File: config.mk
export PLATFORM = sky130hd
export DESIGN_NAME = rls_master
export DESIGN_NICKNAME = d
export VERILOG_FILES = /design/src/core/rls_buf2.v /design/src/core/rls_halfdiv.v /design/src/core/rls_master.v
export VERILOG_INCLUDE_DIRS = /design/src /design/src/core
export SDC_FILE = /design/constraint.sdc
export NUM_CORES = 1
export LEC_CHECK = 0
export BUFFER_PORTS_ARGS = -buffer_cell sky130_fd_sc_hd__buf_4
export CORE_ASPECT_RATIO = 1.5
export CORE_MARGIN = 2
export CORE_UTILIZATION = 45
export CTS_CLUSTER_DIAMETER = 60
export DETAILED_ROUTE_END_ITERATION = 12
export PLACE_DENSITY = 0.65
export SLEW_MARGIN = 0
export SYNTH_ARGS = -nofsm -noshare
export SYNTH_HDL_FRONTEND = slang
export SYNTH_HIERARCHICAL = 1
export SYNTH_SLANG_ARGS = --single-unit
File: constraint.sdc
create_clock -name i_clk -period 2.2 [get_ports i_clk]
set_input_delay 0.44 -clock i_clk [delete_from_list [all_inputs] [get_ports i_clk]]
set_output_delay 0.44 -clock i_clk [all_outputs]
set_load 0.01 [all_outputs]
File: src/core/rls_map.vh
// Constants for the resolver link serial master
`ifndef RLS_MAP_VH
`define RLS_MAP_VH
`define RLS_CLK_HZ         250000000
`define RLS_BIT_RATE_BPS   1000000
`define RLS_HALF_DIV       ((`RLS_CLK_HZ / `RLS_BIT_RATE_BPS) / 2)
`define RLS_WORD_BITS      16
`define RLS_EDGES          (2 * `RLS_WORD_BITS)
`define RLS_LEAD_HALVES    2
`define RLS_TAIL_HALVES    2
`define RLS_GAP_HALVES     2
`define RLS_GAP_EXTRA_CLKS 2
`define RLS_SCK_IDLE       1'b1
`define RLS_SEL_IDLE       1'b1
`endif

File: src/core/rls_buf2.v
// Two-entry valid/ready buffer for sixteen-bit words
`timescale 1ns/1ns
`default_nettype none
module rls_buf2
#(
  parameter W = 16
)
(
  // Clock and reset
  input  wire         i_clk,
  input  wire         i_sys_rst,
  // Fill side
  input  wire         i_in_valid,
  output wire         o_in_ready,
  input  wire [W-1:0] i_in_data,
  // Drain side
  output wire         o_out_valid,
  input  wire         i_out_ready,
  output wire [W-1:0] o_out_data
);
  reg [W-1:0] mem_reg [0:1];
  reg         wp_reg;
  reg         rp_reg;
  reg [1:0]   cnt_reg;
  wire        push;
  wire        pop;

  assign o_in_ready  = (cnt_reg != 2'h2);
  assign o_out_valid = (cnt_reg != 2'h0);
  assign o_out_data  = mem_reg[rp_reg];
  assign push        = i_in_valid && o_in_ready;
  assign pop         = o_out_valid && i_out_ready;

  always @(posedge i_clk)
  begin
    if (push)
    begin
      mem_reg[wp_reg] <= i_in_data;
    end
  end

  always @(posedge i_clk)
  begin
    if (i_sys_rst)
    begin
      wp_reg  <= 1'b0;
      rp_reg  <= 1'b0;
      cnt_reg <= 2'h0;
    end
    else
    begin
      if (push)
      begin
        wp_reg <= ~wp_reg;
      end
      if (pop)
      begin
        rp_reg <= ~rp_reg;
      end
      cnt_reg <= cnt_reg + {1'b0, push} - {1'b0, pop};
    end
  end
endmodule
`default_nettype wire

File: src/core/rls_halfdiv.v
// Divider giving one-cycle enables at twice the serial bit rate
`timescale 1ns/1ns
`default_nettype none
module rls_halfdiv
#(
  parameter DIV = 125
)
(
  // Clock and reset
  input  wire i_clk,
  input  wire i_sys_rst,
  // Control
  input  wire i_run,
  output wire o_tick
);
  reg [15:0] cnt_reg;

  // Restart on run so every phase begins with a full half period
  assign o_tick = i_run && (cnt_reg == DIV[15:0] - 16'h0001);

  always @(posedge i_clk)
  begin
    if (i_sys_rst || !i_run || o_tick)
    begin
      cnt_reg <= 16'h0000;
    end
    else
    begin
      cnt_reg <= cnt_reg + 16'h0001;
    end
  end
endmodule
`default_nettype wire

File: src/core/rls_master.v
// Serial master exchanging sixteen-bit words with a resolver converter
//
// Overview of operation
// - The block is master of a four-wire link driving clock, data out and select, reading data in.
// - The serial clock runs at one megabit per second derived from the system clock.
// - Outgoing frames hold only data bits, no parity bit is appended.
// - Incoming frames are not parity checked and no parity error is ever flagged.
// - One serial clock period passes from select assertion to the first clock edge.
// - Select stays asserted one serial clock period after the last clock edge.
// - Select stays inactive one serial clock period plus three system cycles between transfers.
// - No automatic clock stop: a full receive buffer does not pause transfers.
// - Idle data-in reads low, select zero is active low, selects one to three unused, loopback off.
// - Transmit-empty and receive-full requests tell software to move words.
// - Error and idle requests are raised, with error reporting enabled.
// - Each select assertion carries one sixteen-bit frame, most significant bit first.
// - Data changes on odd clock edges and is sampled on even clock edges.
// - The serial clock is high while no transfer runs.
// - All selects are released when each transfer completes.
`timescale 1ns/1ns
`default_nettype none
`include "rls_map.vh"
module rls_master
#(
  parameter WORD_BITS = `RLS_WORD_BITS,
  parameter HALF_DIV  = `RLS_HALF_DIV
)
(
  // Clock and reset
  input  wire                 i_clk,
  input  wire                 i_sys_rst,
  // Transmit words from software
  input  wire                 i_tx_valid,
  output wire                 o_tx_ready,
  input  wire [WORD_BITS-1:0] i_tx_data,
  // Receive words to software
  output wire                 o_rx_valid,
  input  wire                 i_rx_ready,
  output wire [WORD_BITS-1:0] o_rx_data,
  // Control
  input  wire                 i_err_enable,
  input  wire                 i_miso_connected,
  // Requests
  output wire                 o_transmit_empty_request,
  output wire                 o_receive_full_request,
  output reg                  o_error_request,
  output wire                 o_idle_request,
  output wire                 o_parity_error,
  // Serial link
  output reg                  o_serial_clock_out,
  output reg                  o_mosi,
  input  wire                 i_miso,
  output reg                  o_select_line_zero_n,
  output wire                 o_select_line_one_n,
  output wire                 o_select_line_two_n,
  output wire                 o_select_line_three_n
);
  // ********************************************************
  // State and storage
  // ********************************************************
  localparam [2:0] ST_IDLE = 3'h0;
  localparam [2:0] ST_LEAD = 3'h1;
  localparam [2:0] ST_XFER = 3'h2;
  localparam [2:0] ST_TAIL = 3'h3;
  localparam [2:0] ST_GAP  = 3'h4;
  localparam [2:0] ST_PAD  = 3'h5;

  reg  [2:0]           state_reg;
  reg  [2:0]           state_next;
  reg  [5:0]           edge_reg;
  reg  [1:0]           half_reg;
  reg  [1:0]           pad_reg;
  reg  [WORD_BITS-1:0] shift_reg;
  reg                  rx_push_reg;
  reg  [WORD_BITS-1:0] rx_word_reg;
  reg                  miss_reg;

  wire                 tick;
  wire                 run;
  wire                 txq_valid;
  wire [WORD_BITS-1:0] txq_data;
  wire                 txq_take;
  wire                 rxq_ready;
  wire                 miso_bit;

  // ********************************************************
  // Buffers and divider
  // ********************************************************
  rls_buf2 #(.W(WORD_BITS)) u_txq
  (
    .i_clk       (i_clk),
    .i_sys_rst   (i_sys_rst),
    .i_in_valid  (i_tx_valid),
    .o_in_ready  (o_tx_ready),
    .i_in_data   (i_tx_data),
    .o_out_valid (txq_valid),
    .i_out_ready (txq_take),
    .o_out_data  (txq_data)
  );

  rls_buf2 #(.W(WORD_BITS)) u_rxq
  (
    .i_clk       (i_clk),
    .i_sys_rst   (i_sys_rst),
    .i_in_valid  (rx_push_reg),
    .o_in_ready  (rxq_ready),
    .i_in_data   (rx_word_reg),
    .o_out_valid (o_rx_valid),
    .i_out_ready (i_rx_ready),
    .o_out_data  (o_rx_data)
  );

  rls_halfdiv #(.DIV(HALF_DIV)) u_div
  (
    .i_clk     (i_clk),
    .i_sys_rst (i_sys_rst),
    .i_run     (run),
    .o_tick    (tick)
  );

  assign run      = (state_reg != ST_IDLE) && (state_reg != ST_PAD);
  assign txq_take = (state_reg == ST_IDLE) && txq_valid;
  // Undriven data-in reads as low
  assign miso_bit = i_miso_connected ? i_miso : 1'b0;

  // ********************************************************
  // Requests and fixed pins
  // ********************************************************
  assign o_transmit_empty_request = o_tx_ready;
  assign o_receive_full_request   = o_rx_valid;
  assign o_idle_request           = (state_reg == ST_IDLE) && !txq_valid;
  // Frames carry data bits only, so there is nothing to check
  assign o_parity_error           = 1'b0;
  assign o_select_line_one_n      = `RLS_SEL_IDLE;
  assign o_select_line_two_n      = `RLS_SEL_IDLE;
  assign o_select_line_three_n    = `RLS_SEL_IDLE;

  // ********************************************************
  // Sequencer
  // ********************************************************
  // Phases: lead, edges, tail, gap in half periods, then pad in system cycles
  // Half counter restarts on every phase change, divider restarts with run
  always @*
  begin
    state_next = state_reg;
    case (state_reg)
      ST_IDLE:
      begin
        if (txq_valid)
        begin
          state_next = ST_LEAD;
        end
      end
      ST_LEAD:
      begin
        // First transfer tick makes the first edge, so lead ends one half early
        if (tick && half_reg == `RLS_LEAD_HALVES - 2)
        begin
          state_next = ST_XFER;
        end
      end
      ST_XFER:
      begin
        if (tick && edge_reg == `RLS_EDGES - 1)
        begin
          state_next = ST_TAIL;
        end
      end
      ST_TAIL:
      begin
        if (tick && half_reg == `RLS_TAIL_HALVES - 1)
        begin
          state_next = ST_GAP;
        end
      end
      ST_GAP:
      begin
        if (tick && half_reg == `RLS_GAP_HALVES - 1)
        begin
          state_next = ST_PAD;
        end
      end
      ST_PAD:
      begin
        if (pad_reg == `RLS_GAP_EXTRA_CLKS - 1)
        begin
          state_next = ST_IDLE;
        end
      end
      default:
      begin
        state_next = ST_IDLE;
      end
    endcase
  end

  // ********************************************************
  // Frame registers and pins
  // ********************************************************
  // Pins come from flip-flops so the link never sees decode glitches
  always @(posedge i_clk)
  begin
    if (i_sys_rst)
    begin
      state_reg            <= ST_IDLE;
      edge_reg             <= 6'h00;
      half_reg             <= 2'h0;
      pad_reg              <= 2'h0;
      shift_reg            <= {WORD_BITS{1'b0}};
      rx_push_reg          <= 1'b0;
      rx_word_reg          <= {WORD_BITS{1'b0}};
      miss_reg             <= 1'b0;
      o_error_request      <= 1'b0;
      o_serial_clock_out   <= `RLS_SCK_IDLE;
      o_mosi               <= 1'b0;
      o_select_line_zero_n <= `RLS_SEL_IDLE;
    end
    else
    begin
      state_reg   <= state_next;
      rx_push_reg <= 1'b0;
      if (state_next != state_reg)
      begin
        half_reg <= 2'h0;
      end
      else if (tick)
      begin
        half_reg <= half_reg + 2'h1;
      end
      // Divider is stopped here, so pad counts plain system cycles
      pad_reg <= (state_reg == ST_PAD) ? pad_reg + 2'h1 : 2'h0;

      case (state_reg)
        ST_IDLE:
        begin
          o_serial_clock_out <= `RLS_SCK_IDLE;
          if (txq_valid)
          begin
            // Word loaded as is, first bit out before first edge
            shift_reg            <= txq_data;
            o_mosi               <= txq_data[WORD_BITS-1];
            o_select_line_zero_n <= 1'b0;
            edge_reg             <= 6'h00;
          end
        end
        ST_XFER:
        begin
          if (tick)
          begin
            edge_reg           <= edge_reg + 6'h01;
            o_serial_clock_out <= ~o_serial_clock_out;
            if (edge_reg[0])
            begin
              // Even edge: sample, MSB first
              shift_reg <= {shift_reg[WORD_BITS-2:0], miso_bit};
            end
            else if (edge_reg != 6'h00)
            begin
              // Odd edge past the first: next bit out
              o_mosi <= shift_reg[WORD_BITS-1];
            end
          end
        end
        ST_TAIL:
        begin
          if (tick && half_reg == 2'h0)
          begin
            // Frame done; receive side never stalls the link
            rx_word_reg <= shift_reg;
            rx_push_reg <= 1'b1;
            miss_reg    <= !rxq_ready;
          end
          if (tick && half_reg == `RLS_TAIL_HALVES - 1)
          begin
            o_select_line_zero_n <= `RLS_SEL_IDLE;
          end
        end
        default:
        begin
        end
      endcase

      // Overrun when the receive buffer cannot take a word
      if (rx_push_reg && miss_reg && i_err_enable)
      begin
        o_error_request <= 1'b1;
      end
      else if (state_reg == ST_LEAD)
      begin
        o_error_request <= 1'b0;
      end
    end
  end
endmodule
`default_nettype wire

==> metrics.txt <==
port buffer count 47; CTS tree done; setup violators final 13; Static Leak 0.002733 uW; vias 3869; Non-Filler Instances 750; row cnt 51; Crit. End Element flip-flop; Overall Global Routing Usage 0.1553; number of remaining DRC errors 0; clk_skew 0.01315 ns; Synth top area share 0.3224; fmax approximately 430 MHz; number of routed nets with antenna violations 0; Core Box Area 12950 sq um; Critical Path Start Type flip-flop; DRT iter0 DRCs 209; cell count after placement a little over 700; Die Area 14200 sq um; H-tree depth 4; I/O pin cnt between 50 and 60; largest net degree at the start of global routing 61; DPL Wire Length 6.999 mm; status finished, violations left; post-synth cell types 59; FFs w/ async S/R, synth 0; placer congestion estimate 0.7600; Root Buffer Master clkbuf_16; Worst-Margin Slew 0.6573 ns; Worst Path Arrival 2.58 ns; synthesized cell area just under 6000 sq um; Slew HR 0.5618; detail-routed via count per cell 5.159; failing checks negative setup slack; Synth area leader edfxtp_1; final hold violations 0; Crit Path Class reg -> reg; drt total wl 10.77 mm; slowest CP cell or4_1; Tmin final around 2.3 ns; min-delay worst type in -> reg; worst hold margin 0.2122 ns; total grt overflow 0; area growth from synthesis to layout 25.19%; syn_area_per_cell around 12 sq um; clock sinks 141; Die Y-Extent 145.0 microns; Most used DFF post-synth dfxtp_1; CP required 2.47 ns; ratio of cells with drive above 1 in the final layout 0.3130; Clock Pin Slew Worst Setup and Hold Paths 0.07 ns; wire per inst 14.36 microns; setup repair after global routing missed its margin true; CP Max Fanout 5; Slew Limit Fails 0; Hold Buf Count CTS 0; power per cell area 1082 nW/um^2; setup ws final -0.1083 ns; CP top delay family simple AND/OR/NAND/NOR gates; TritonCTS Buffers 17; Max-Cap Viols 0; EDFF count, synth 64; initial antenna violation count 0; vias in the first global route 3831; Initial Utilization 0.4602; fin nets 612; fin crit share 1.049; number of synthesized register bits 141; Peak VDD IR 653.3 uV; Die X 97.97 microns; Top cell by count, worst path buf_6; drt first pass iters 4; first-pass GRT wire length ~18 mm; Clk Latency, worst-skew pair 0.42 ns; largest cells by area after synthesis edfxtp_1 (32%), dfxtp_1 (26%), mux2_4 (5.5%); Synth Warn # 6; post-synthesis sequential area ratio 0.5810; Gate Count Post-Synth about 500; Fill cells 1050; Antenna diodes 0; clk buf depth 2; crit-path cells or4_1, or3_4, nor2_4, buf_6, buf_6, and3_4, nor3_1, a211oi_2, nor4_1; Bufs and invs on worst path 2; max incr delay on CP 0.51 ns
[cell type report]
class                           instances  area (sq um)  area share
Sequential cell                       141          3466      0.4645
Multi-Input combinational cell        319          2430      0.3256
Timing Repair Buffer                   86         718.2     0.09624
Clock buffer                           17         425.4     0.05701
Tap cell                              159         198.9     0.02666
Clock inverter                         15         170.2     0.02280
Inverter                               13         53.80    0.007210
[final timing paths]
check / startpoint / end / slack, ns / cells after the start
max: u_div/cnt_reg[9] / half_reg[0] / -0.11 / 9
max reg2reg: u_div/cnt_reg[9] / half_reg[0] / -0.11 / 9
min reg2reg: pad_reg[0] / pad_reg[0] / 0.42 / 1
min: i_tx_data[2] / u_txq/mem_reg[1][2] / 0.21 / 1
[stage by stage]
step	power, uW	TNS (ns)	utilization	cell area (sq um)	setup WS (ns)
6_report	8071	-0.3642	0.5761	7462	-0.1083
3_3_place_gp	5043	-0.1860	0.5103	6610	-0.04973
2_1_floorplan	4575	-0.4449	-	5987	-0.03187
4_1_cts	8113	-1.225	0.5672	7347	-0.08586
3_5_place_dp	5104	-1.143	0.5103	6610	-0.09790
5_1_grt	8454	-4.204	0.5761	7462	-0.2044
[cells by family (layout without fill, tap and decap cells)]
family                     after synthesis  in the layout  share of synthesized area
and+or+nand+nor                        169            170                     0.1402
DFF                                    141            141                     0.5810
AOI/OAI and AO/OA                       57             57                    0.06843
muxes                                   52             52                     0.1083
buffers and inverters                   41            131                    0.04093
xor gates and xnor gates                25             25                    0.03673
adders and majority gates               11             11                    0.02309
other                                    2              4                   0.001260
[cells in the mapped netlist, drive strengths merged (3+ instances only)]
cell / instances
clkbuf: 7
dfxtp: 77
mux2: 34
nand4: 8
nand2: 44
a21oi: 20
inv: 12
edfxtp: 64
xnor2: 15
xor2: 10
nand2b: 5
nand3: 8
ha: 11
nor3: 7
nor4: 9
or2: 3
mux2i: 18
nor2b: 6
nor2: 63
a211oi: 18
buf: 21
and3: 5
[per-layer routing]
| layer | vias to the layer above | global-route usage | part of all wire |
|---|---|---|---|
| met5 | - | 0 | 0 |
| met4 | 0 | 0.05486 | 0.015 |
| met3 | 9 | 0.03854 | 0.038 |
| met2 | 78 | 0.2671 | 0.52 |
| met1 | 1858 | 0.1877 | 0.42 |
| li1 | 1924 | - | - |
[cells in the final DEF, fill, tap and decap left out, drive strengths merged, types with 2 or more instances in the layout]
cell type,count
xor2,10
nor2,63
a2111oi,2
nand3,8
edfxtp,64
nor4,9
and3,5
nand4,8
a211oi,18
a21oi,20
a32oi,2
xnor2,15
inv,22
o21a,2
nor3,7
nand2,45
conb,4
dfxtp,77
clkinv,4
nand2b,5
clkbuf,17
ha,11
mux2i,18
mux2,34
nor2b,6
or2,3
buf,86
a21boi,2
a31oi,2
o21ai,2
a21o,2
[report_power, final]
part | switching (uW) | internal (uW)
combinational | 908 | 1030
clock | 1210 | 1620
sequential | 227 | 3080
total | 2350 | 5730
[repair_timing]
action | in CTS | in global routing
cloned | 2 | 1
resized for setup | 10 | 31
pin swaps | 9 | 14
setup buffers | 6 | 1
setup endpoints to repair | 37 | 46
Note: power is estimated with default switching activity, not from simulation.
